$ cat src/rtl/disk_cmd_defines.svh
`ifndef DISK_CMD_DEFINES_SVH
`define DISK_CMD_DEFINES_SVH

// Host register address, A2..A1 (A0 selects the byte in 8-bit mode)
`define CMD_STAT_ADDR 2'h3

// Status word bit positions
`define ST_HEADER_MISSING 0
`define ST_HEADER_CHECK 1
`define ST_PAYLOAD_MISSING 2
`define ST_PAYLOAD_CHECK 3
`define ST_UNUSED 4
`define ST_XFER_REQ 5
`define ST_FAULT 6
`define ST_BUF_SEL_LO 7
`define ST_SEEK_FAIL 8
`define ST_SETTLED 9
`define ST_READY 10
`define ST_WLOCK 11
`define ST_SELECTED 12
`define ST_BUSY 13
`define ST_ACTIVE 14
`define ST_BUF_SEL_HI 15

// Command word field positions
`define CW_OP_HI 15
`define CW_OP_LO 12
`define CW_CRC_VERIFY 11
`define CW_SECTOR_MODE 10
`define CW_SETTLE_REQ 9
`define CW_INT_EN 8
`define CW_VOL_HEAD 7
`define CW_CYL 6
`define CW_HEAD 5
`define CW_MARGINAL 4
`define CW_UNIT_HI 3
`define CW_UNIT_LO 0

// Opcodes
`define OP_FAULT_CLEAR 4'h8
`define OP_RETURN_ZERO 4'h9
`define OP_SEEK 4'hA
`define OP_READ_ID 4'hB
`define OP_READ_SECTOR 4'hC
`define OP_WRITE_SECTOR 4'hD
`define OP_FORMAT 4'hE
`define OP_VERIFY 4'hF

// Reset values
`define ERR_RESET 4'h0
`define WORD_RESET 16'h0000
`define BYTE_RESET 8'h00
`define UNIT_RESET 4'h0

`endif

$ cat src/rtl/disk_cmd_pkg.sv
package disk_cmd_pkg;
`include "disk_cmd_defines.svh"

  typedef enum logic [3:0] {
    OP_NONE = 4'h0,
    OP_FAULT_CLEAR = `OP_FAULT_CLEAR,
    OP_RETURN_ZERO = `OP_RETURN_ZERO,
    OP_SEEK = `OP_SEEK,
    OP_READ_ID = `OP_READ_ID,
    OP_READ_SECTOR = `OP_READ_SECTOR,
    OP_WRITE_SECTOR = `OP_WRITE_SECTOR,
    OP_FORMAT = `OP_FORMAT,
    OP_VERIFY = `OP_VERIFY
  } cmd_op_t;

  typedef enum logic {
    PHASE_IDLE,
    PHASE_HIGH_HELD
  } byte_phase_t;

endpackage

$ cat src/rtl/command_field_decoder.sv
`timescale 1ns/1ps
`include "disk_cmd_defines.svh"

module command_field_decoder
(
  input wire logic [15:0] word_in,
  output logic legal_out,
  output disk_cmd_pkg::cmd_op_t op_out,
  output logic crc_verify_out,
  output logic sector_mode_out,
  output logic settle_req_out,
  output logic int_en_out,
  output logic vol_head_out,
  output logic cyl_out,
  output logic head_out,
  output logic marginal_out,
  output logic [3:0] unit_flags_out
);

  wire [3:0] code = word_in[`CW_OP_HI:`CW_OP_LO];
  wire is_fault = (code == `OP_FAULT_CLEAR);
  wire is_rtz = (code == `OP_RETURN_ZERO);
  wire is_write = (code == `OP_WRITE_SECTOR);
  wire is_format = (code == `OP_FORMAT);
  // Only opcodes with the top bit set exist
  wire legal = word_in[`CW_OP_HI];
  wire positioned = legal & ~is_fault & ~is_rtz;

  assign legal_out = legal;
  assign op_out = legal ? disk_cmd_pkg::cmd_op_t'(code) : disk_cmd_pkg::OP_NONE;
  // One bit, meaning set by opcode: verify for seek, CRC enable otherwise
  assign crc_verify_out = positioned & word_in[`CW_CRC_VERIFY];
  assign sector_mode_out = positioned & word_in[`CW_SECTOR_MODE];
  assign settle_req_out = legal & word_in[`CW_SETTLE_REQ];
  assign int_en_out = legal & word_in[`CW_INT_EN];
  assign vol_head_out = positioned & word_in[`CW_VOL_HEAD];
  assign cyl_out = positioned & word_in[`CW_CYL];
  assign head_out = positioned & word_in[`CW_HEAD];
  assign marginal_out = legal & ~is_fault & ~is_write & ~is_format
    & word_in[`CW_MARGINAL];
  assign unit_flags_out = word_in[`CW_UNIT_HI:`CW_UNIT_LO];

endmodule

$ cat src/rtl/disk_command_status_unit.sv
`timescale 1ns/1ps
`include "disk_cmd_defines.svh"


module disk_command_status_unit
(
  input wire logic core_clk_in,
  input wire logic reset_n_in,
  // Host side
  input wire logic cs_n_in,
  input wire logic we_n_in,
  input wire logic re_n_in,
  input wire logic [2:0] addr_in,
  input wire logic byte_mode_in,
  input wire logic [15:0] data_in,
  output logic [15:0] data_out,
  output logic data_oe_out,
  // Sequencer side
  input wire logic command_done_in,
  input wire logic header_missing_in,
  input wire logic header_check_error_in,
  input wire logic payload_missing_in,
  input wire logic payload_check_error_in,
  input wire logic buffer_select_out_in,
  input wire logic buffer_transfer_request_in,
  // Drive status inputs
  input wire logic drive_fault_in,
  input wire logic seek_failure_in,
  input wire logic track_settled_in,
  input wire logic drive_ready_in,
  input wire logic write_locked_in,
  input wire logic drive_selected_in,
  input wire logic drive_busy_in,
  // Decoded command
  output logic command_start_out,
  output logic command_active_out,
  output disk_cmd_pkg::cmd_op_t op_out,
  output logic crc_verify_out,
  output logic sector_mode_out,
  output logic settle_req_out,
  output logic int_en_out,
  output logic vol_head_out,
  output logic cyl_out,
  output logic head_out,
  output logic marginal_out,
  output logic [3:0] unit_flags_out
);

  ////////////////////////////////////////////////////////////////////////////
  // Host access decode

  logic wr_prev_reg;
  logic rd_prev_reg;
  logic command_active_reg;
  logic [7:0] high_byte_reg;
  disk_cmd_pkg::byte_phase_t phase_reg;
  disk_cmd_pkg::byte_phase_t phase_next;

  wire addr_hit = ~cs_n_in & (addr_in[2:1] == `CMD_STAT_ADDR);
  wire wr_level = addr_hit & ~we_n_in;
  wire rd_level = addr_hit & ~re_n_in;
  // Act once per strobe, on its leading edge
  wire wr_edge = wr_level & ~wr_prev_reg;
  wire rd_edge = rd_level & ~rd_prev_reg;
  // A0 only picks a byte lane in byte mode
  wire upper_sel = addr_in[0];

  wire byte_high_wr = wr_edge & byte_mode_in & upper_sel;
  wire byte_low_wr = wr_edge & byte_mode_in & ~upper_sel;
  wire full_wr = wr_edge & ~byte_mode_in;

  // Lower byte alone is dropped: no partial command ever starts
  wire word_done = full_wr
    | (byte_low_wr & (phase_reg == disk_cmd_pkg::PHASE_HIGH_HELD));
  wire [15:0] staged_word = byte_mode_in ? {high_byte_reg, data_in[15:8]} : data_in;

  ////////////////////////////////////////////////////////////////////////////
  // Decode and accept

  logic legal;
  disk_cmd_pkg::cmd_op_t dec_op;
  logic dec_crc_verify;
  logic dec_sector_mode;
  logic dec_settle_req;
  logic dec_int_en;
  logic dec_vol_head;
  logic dec_cyl;
  logic dec_head;
  logic dec_marginal;
  logic [3:0] dec_unit_flags;

  // Fields are masked per opcode before they reach the latches
  command_field_decoder decoder
  (
    .word_in(staged_word),
    .legal_out(legal),
    .op_out(dec_op),
    .crc_verify_out(dec_crc_verify),
    .sector_mode_out(dec_sector_mode),
    .settle_req_out(dec_settle_req),
    .int_en_out(dec_int_en),
    .vol_head_out(dec_vol_head),
    .cyl_out(dec_cyl),
    .head_out(dec_head),
    .marginal_out(dec_marginal),
    .unit_flags_out(dec_unit_flags)
  );

  // Writes during execution leave the running command untouched
  wire accept = word_done & legal & ~command_active_reg;

  // Busy drops a held upper byte, so no stale half pairs up later
  always_comb
  begin
    phase_next = phase_reg;
    if (command_active_reg)
    begin
      phase_next = disk_cmd_pkg::PHASE_IDLE;
    end
    else if (byte_high_wr)
    begin
      phase_next = disk_cmd_pkg::PHASE_HIGH_HELD;
    end
    else if (byte_low_wr | full_wr)
    begin
      phase_next = disk_cmd_pkg::PHASE_IDLE;
    end
  end

  always_ff @(posedge core_clk_in or negedge reset_n_in)
  begin
    if (!reset_n_in)
    begin
      wr_prev_reg <= 1'b0;
      rd_prev_reg <= 1'b0;
      phase_reg <= disk_cmd_pkg::PHASE_IDLE;
      high_byte_reg <= `BYTE_RESET;
    end
    else
    begin
      wr_prev_reg <= wr_level;
      rd_prev_reg <= rd_level;
      phase_reg <= phase_next;
      if (byte_high_wr & ~command_active_reg)
      begin
        high_byte_reg <= data_in[15:8];
      end
    end
  end

  ////////////////////////////////////////////////////////////////////////////
  // Command active and latched fields

  always_ff @(posedge core_clk_in or negedge reset_n_in)
  begin
    if (!reset_n_in)
    begin
      command_active_reg <= 1'b0;
      command_start_out <= 1'b0;
    end
    else
    begin
      command_start_out <= accept;
      if (accept)
      begin
        command_active_reg <= 1'b1;
      end
      else if (command_done_in)
      begin
        command_active_reg <= 1'b0;
      end
    end
  end

  always_ff @(posedge core_clk_in or negedge reset_n_in)
  begin
    if (!reset_n_in)
    begin
      op_out <= disk_cmd_pkg::OP_NONE;
      crc_verify_out <= 1'b0;
      sector_mode_out <= 1'b0;
      settle_req_out <= 1'b0;
      int_en_out <= 1'b0;
      vol_head_out <= 1'b0;
      cyl_out <= 1'b0;
      head_out <= 1'b0;
      marginal_out <= 1'b0;
      unit_flags_out <= `UNIT_RESET;
    end
    else if (accept)
    begin
      op_out <= dec_op;
      crc_verify_out <= dec_crc_verify;
      sector_mode_out <= dec_sector_mode;
      settle_req_out <= dec_settle_req;
      int_en_out <= dec_int_en;
      vol_head_out <= dec_vol_head;
      cyl_out <= dec_cyl;
      head_out <= dec_head;
      marginal_out <= dec_marginal;
      unit_flags_out <= dec_unit_flags;
    end
  end

  assign command_active_out = command_active_reg;

  ////////////////////////////////////////////////////////////////////////////
  // Sticky error flags, cleared by the next accepted command

  logic [3:0] err_reg;

  // A new command starts with clean error flags
  wire err_clear = accept;
  wire [3:0] err_event = {payload_check_error_in, payload_missing_in,
    header_check_error_in, header_missing_in};

  genvar gi;
  generate
    for (gi = 0; gi < 4; gi = gi + 1)
    begin : g_err
      always_ff @(posedge core_clk_in or negedge reset_n_in)
      begin
        if (!reset_n_in)
        begin
          err_reg[gi] <= 1'b0;
        end
        else if (err_event[gi])
        begin
          // Set wins over the clear of a new command
          err_reg[gi] <= 1'b1;
        end
        else if (err_clear)
        begin
          err_reg[gi] <= 1'b0;
        end
      end
    end
  endgenerate

  ////////////////////////////////////////////////////////////////////////////
  // Status word and read path

  // One inverter feeds both copies so they can never differ
  wire buffer_select_shown = ~buffer_select_out_in;
  wire [15:0] status_word;
  assign status_word[`ST_PAYLOAD_CHECK:`ST_HEADER_MISSING] = err_reg;
  assign status_word[`ST_UNUSED] = 1'b0;
  assign status_word[`ST_XFER_REQ] = buffer_transfer_request_in;
  assign status_word[`ST_FAULT] = drive_fault_in;
  assign status_word[`ST_BUF_SEL_LO] = buffer_select_shown;
  assign status_word[`ST_SEEK_FAIL] = seek_failure_in;
  assign status_word[`ST_SETTLED] = track_settled_in;
  assign status_word[`ST_READY] = drive_ready_in;
  assign status_word[`ST_WLOCK] = write_locked_in;
  assign status_word[`ST_SELECTED] = drive_selected_in;
  assign status_word[`ST_BUSY] = drive_busy_in;
  assign status_word[`ST_ACTIVE] = command_active_reg;
  assign status_word[`ST_BUF_SEL_HI] = buffer_select_shown;

  // 8-bit reads land on the upper lanes, byte picked by A0
  wire [7:0] status_upper = status_word[15:8];
  wire [7:0] status_lower = status_word[7:0];
  wire [7:0] status_byte = upper_sel ? status_upper : status_lower;
  wire [15:0] read_word = byte_mode_in ? {status_byte, `BYTE_RESET} : status_word;

  // Snapshot taken at strobe start so the word is stable while read
  // Live bits freeze per strobe; a change mid-read shows on the next read
  always_ff @(posedge core_clk_in or negedge reset_n_in)
  begin
    if (!reset_n_in)
    begin
      data_out <= `WORD_RESET;
    end
    else if (rd_edge)
    begin
      data_out <= read_word;
    end
  end

  // Drive only once the snapshot is in place
  assign data_oe_out = rd_level & rd_prev_reg;

endmodule

$ cat config.mk
export PLATFORM = sky130hd
export DESIGN_NAME = disk_command_status_unit
export DESIGN_NICKNAME = d
export VERILOG_FILES = /design/src/rtl/disk_cmd_pkg.sv /design/src/rtl/command_field_decoder.sv /design/src/rtl/disk_command_status_unit.sv
export VERILOG_INCLUDE_DIRS = /design/src /design/src/rtl
export SDC_FILE = /design/constraint.sdc
export NUM_CORES = 1
export LEC_CHECK = 0
export ABC_AREA = 1
export BUFFER_PORTS_ARGS = -buffer_cell sky130_fd_sc_hd__buf_2
export CAP_MARGIN = 20
export CORE_MARGIN = 1
export CORE_UTILIZATION = 45
export DETAILED_ROUTE_END_ITERATION = 10
export GPL_ROUTABILITY_DRIVEN = 0
export PLACE_DENSITY = 0.77
export REMOVE_ABC_BUFFERS = 1
export SKIP_CTS_REPAIR_TIMING = 1
export SLEW_MARGIN = 20
export SYNTH_ARGS = -nofsm -noshare
export SYNTH_HDL_FRONTEND = slang
export SYNTH_HIERARCHICAL = 1
export SYNTH_SLANG_ARGS = --single-unit
export TNS_END_PERCENT = 30
$ cat constraint.sdc
create_clock -name core_clk_in -period 3.2 [get_ports core_clk_in]
set_input_delay 0.16 -clock core_clk_in [delete_from_list [all_inputs] [get_ports core_clk_in]]
set_output_delay 0.16 -clock core_clk_in [all_outputs]
set_load 0.05 [all_outputs]
; ---- Word-level counts from Yosys, hierarchy flattened
; Index checks and enable logic that the tools add are counted.
[totals]
ram_bits = 0
n_memories = 0
latch_bits = 0
output_inout_bits = 35
inputBits = 39
ff_bits = 49
rom_bits = 0
elab_cells = 87
[classes]
bitwise = 41
mul = 0
n_eq_ne = 5
mux = 14
add_sub_neg = 0
reduce_logical = 6
div = 0
n_shift = 0
magnitude_cmp = 0
[op_table]
columns = operator, n
row1 = $and 1x1->1, 26
row2 = $eq 4x4->1 const B, 4
row3 = $mux 16, 1
row4 = $mux 15, 1
row5 = $not 1->1, 13
row6 = $mux 1, 10
row7 = $reduce_bool 2->1, 5
row8 = $mux 7, 1
row9 = $mux 4, 1
row10 = $reduce_bool 3->1, 1
row11 = $eq 2x2->1 const B, 1
row12 = $or 1x1->1, 2

; ---- Longest topological paths before layout
[logic_depth]
depth_word = 12
ltp_mapped = 11

; ---- Modules after synthesis
; The synthesis kept the hierarchy.
[by_module_without_submodules]
columns = module, cells_per_inst, instances, seq_area_each_um2, area_each_um2
row1 = disk_command_status_unit, 301, 1, 1201.2, 2441.1
row2 = command_field_decoder, 38, 1, 0.0, 186.4

; ---- Worst setup path before layout
; No wires, ideal clock.
[synth_timing]
kind = input-to-reg
start = in byte_mode_in
end = reg crc_verify_out
path_buffers = 3
path_stages = 9
arrival_ns = 1.609
slack_ns = 1.470
path_cell_list = buf_2 > o21ai_0 > buf_4 > inv_1 > nor2_1 > nand2_2 > buf_2 > o21bai_1 > nand2_1
[synth_via]
elab_chain_cells = 6
elab_cells_between_ends = 16
classes_between = eq/ne: 2 / mux: 1 / bitwise: 13
[synth_lines]
columns = element, line_no
row1 = from (decl), disk_command_status_unit.sv:14  ; input wire logic byte_mode_in,
row2 = $mux 16 (*), disk_command_status_unit.sv:75  ; wire [15:0] staged_word = byte_mode_in ? {high_byte_reg, data_in[15:8]} : data_in;
row3 = net staged_word[15], disk_command_status_unit.sv:75
row4 = $eq 4x4->1 (no line), n/a
row5 = $not 1->1, command_field_decoder.sv:27  ; wire positioned = legal & ~is_fault & ~is_rtz;
row6 = $and 1x1->1 (2 in a row), command_field_decoder.sv:27
row7 = $and 1x1->1, command_field_decoder.sv:32  ; assign crc_verify_out = positioned & word_in[`CW_CRC_VERIFY];
row8 = to (signal assigned), disk_command_status_unit.sv:193  ; crc_verify_out <= dec_crc_verify;
row9 = to (decl), disk_command_status_unit.sv:38  ; output logic crc_verify_out,
; The timed path passes the listed nets; every way through them passes the cells marked *.
; A chain may end at the register's enable or synchronous reset.

; ---- Worst setup path in the final report
[layout_timing]
start = reg high_byte_reg[7]
end = reg op_out[2]
[layout_via]
elab_chain_cells = 3
elab_cells_between_ends = 4
classes_between = mux: 2 / bitwise: 2
[layout_lines]
columns = element, line_no
row1 = from (decl), disk_command_status_unit.sv:55  ; logic [7:0] high_byte_reg;
row2 = from (signal assigned), disk_command_status_unit.sv:137  ; high_byte_reg <= `BYTE_RESET;
row3 = from (signal assigned), disk_command_status_unit.sv:146  ; high_byte_reg <= data_in[15:8];
row4 = $mux 16 (*), disk_command_status_unit.sv:75
row5 = net staged_word[15], disk_command_status_unit.sv:75
row6 = $and 1x1->1 (2 in a row), disk_command_status_unit.sv:110  ; wire accept = word_done & legal & ~command_active_reg;
row7 = to (signal assigned), disk_command_status_unit.sv:179  ; op_out <= disk_cmd_pkg::OP_NONE;
row8 = to (signal assigned), disk_command_status_unit.sv:192  ; op_out <= dec_op;
row9 = to (decl), disk_command_status_unit.sv:37  ; output disk_cmd_pkg::cmd_op_t op_out,
; Marks and branches as above.

==> run metrics <==
average detailed-routed wire length per instance 12.0 um; fraction of layout instances using a drive strength above 1 29.6%; clock-pin slew on the worst setup and hold paths 0.09 ns; Max Cap Violations 0; Psw 0.774 mW; Max Clock Freq 518 MHz; sequential share of power 40.7%; total area of sequential cells 1200 sq um; TritonCTS clock tree yes; overall die width 78.4 um; launch point of the critical path high_byte_reg[7]$_DFFE_PN0P_; Die Span Y 78.4 um; count of endpoints failing setup in the final report 0; cell internal power dissipation 1.12 mW; Pre-antenna DRT Iters 4; initial antenna violation count 0; # port buffers 72; Sw Ratio 40.8%; overall routing resource usage 19.8%; data arrival at the endpoint of the critical path 2.17 ns; clock sink count 48; die area 6150 sq um; H-tree depth reported by CTS 2; clock latency on the worst-skew pair 0.30 ns; HPWL Detailed 3920 um; count of vias placed by the detailed router 2,240; crit share post-route 60.3%; required time of the worst setup path 3.44 ns; signed area change from the synthesized netlist to the final layout 16.8%; Mapped Avg Cell Area 7.75 sq um; DRC 0; count of final hold-check violations 0; wire length of the first global-routing pass 9540 um; multi-input logic area 1110 sq um; largest clock skew in the final design 0.00617 ns; worst-case setup margin in the final layout 1.27 ns; final net count 440; number of global-route vias before repair 2,187; overall overflow remaining after global route 0; actual slew at the worst max-slew pin 0.885 ns; TNS Setup 0 ns; Slew Viols, Final 0; Syn Inst Count 339; Worst slew margin 40.3%; status complete, no violations; #FFs+latches synth 48; number of vias per cell 4.73; Filler cells 560; Initial DRC Count 172; setup repair after global routing missed its margin false; leak pwr 1.77 nW; IR drop worst, VDD 0.000249 V; number of buffers created by CTS 5; Mapped Area 2630 sq um; maximum number of pins on one net before global-route repair 49; Critical Path Fanout Max 22; count of unique library cells instantiated by Yosys 26; Clock Root Buffer sky130_fd_sc_hd__clkbuf_8; placeable core region 5570 sq um; max reg flops 15; launch point of the worst hold path re_n_in; type of element capturing the critical path register; Total Wirelength 5680 um; std cell rows 27; sequential area share after synthesis 45.7%; Max clock buf depth 2; final antenna diode count 0; min Tclk post-route 1.93 ns; HP Class input port to register; final antenna-violating net count 0; DP Worst Slack 0.975 ns; power density relative to cell area 619 nW/um^2; clock share of power 22.5%; initial core utilization 47.1%; number of placed I/O pins 74; type of origin of the critical path register; worst reg2reg path startpoint high_byte_reg[7]$_DFFE_PN0P_; critical setup path kind register to register; proportion of power drawn by combinational gates 36.8%; warnings from Yosys 6
cells in the mapped netlist (all sizes together):
master	instances	area, sq um
o22ai	1	6.26
dfrtp	48	1200
nand2	154	606
buf	17	130
clkinv	1	3.75
or2	1	6.26
clkbuf	2	7.51
inv	47	176
o21ai	16	114
nand4	8	50.1
conb	1	3.75
a21oi	1	5.00
nand3	5	47.6
nor2	17	120
o21bai	20	150
per-stage QoR:
step | total power [mW] | std cells | cell area [sq um] | utilization (%) | hold WS [ns]
final | 1.90 | 474 | 3070 | 55.0 | 0.0284
after global routing | 2.00 | 474 | 3070 | 55.0 | 0.0242
after CTS | 1.92 | 473 | 3060 | 54.8 | 0.0215
after detailed placement | 1.48 | 465 | 2950 | 52.9 | 0.347
after global placement | 1.47 | 465 | 2950 | 52.9 | 0.345
after floorplan | 1.30 | 320 | 2490 | - | -0.136
layout by cell type (no fill, tap or decap), types with 2 or more instances in the layout:
cell type / count
sky130_fd_sc_hd__nand2_1: 143
sky130_fd_sc_hd__buf_2: 71
sky130_fd_sc_hd__dfrtp_1: 48
sky130_fd_sc_hd__inv_1: 43
sky130_fd_sc_hd__o21bai_1: 20
sky130_fd_sc_hd__nand2_2: 11
sky130_fd_sc_hd__o21ai_2: 9
sky130_fd_sc_hd__nand4_1: 8
sky130_fd_sc_hd__o21ai_0: 7
sky130_fd_sc_hd__nor2_2: 7
sky130_fd_sc_hd__nor2_1: 6
sky130_fd_sc_hd__clkbuf_8: 5
sky130_fd_sc_hd__inv_2: 4
sky130_fd_sc_hd__nor2_4: 3
sky130_fd_sc_hd__nand3_2: 2
sky130_fd_sc_hd__nand3_1: 2
sky130_fd_sc_hd__buf_4: 2
area by class of cell:
type	count	area share (%)
Tap cell	72	2.94
Multi-Input combinational cell	224	36.1
Timing Repair Buffer	74	12.4
Clock buffer	6	2.37
Inverter	48	5.87
Clock inverter	2	1.14
Sequential cell	48	39.2
worst max-delay path, cell delays in order (launching register included):
cell	delay (ns)
sky130_fd_sc_hd__dfrtp_1	0.35
sky130_fd_sc_hd__nand2_1	0.05
sky130_fd_sc_hd__o21ai_0	0.34
sky130_fd_sc_hd__inv_1	0.10
sky130_fd_sc_hd__nor2_1	0.14
sky130_fd_sc_hd__nand2_2	0.33
sky130_fd_sc_hd__nor2_8	0.40
sky130_fd_sc_hd__nand2_1	0.09
sky130_fd_sc_hd__nand2_1	0.08
kinds of logic after synthesis:
| logic type | count (synthesis) | share of synthesized area, % |
|---|---|---|
| buffers and inverters | 67 | 12.1 |
| other | 1 | 0.143 |
| DFF | 48 | 45.7 |
| AOI/OAI and AO/OA | 38 | 10.5 |
| and+or+nand+nor | 185 | 31.6 |
power by group through the flow:
stage	clock network [mW]	logic (mW)	registers [mW]
2_1_floorplan	0	0.204	1.10
3_3_place_gp	0	0.692	0.782
3_5_place_dp	0	0.701	0.784
4_1_cts	0.440	0.704	0.772
5_1_grt	0.463	0.754	0.785
6_report	0.427	0.699	0.772
routing by layer:
| metal | part of all wire (%) | global-route usage [%] |
|---|---|---|
| met5 | 0 | 0 |
| met4 | 1.7 | 9.07 |
| met3 | 5.1 | 3.84 |
| met2 | 49 | 33.8 |
| met1 | 44 | 24.2 |
path summary, 6_finish.rpt:
check | depth (start not counted) | end | slack, ns
max | 8 | op_out[2]$_DFFE_PN0P_ | 1.27
min | 2 | rd_prev_reg$_DFF_PN0_ | 0.03
max reg2reg | 8 | op_out[2]$_DFFE_PN0P_ | 1.27
min reg2reg | 2 | high_byte_reg[4]$_DFFE_PN0P_ | 0.48
max in group asynchronous | 2 | high_byte_reg[7]$_DFFE_PN0P_ | 2.37
min in group asynchronous | 2 | vol_head_out$_DFFE_PN0P_ | 0.41
Note: power is estimated with default switching activity, not from simulation.
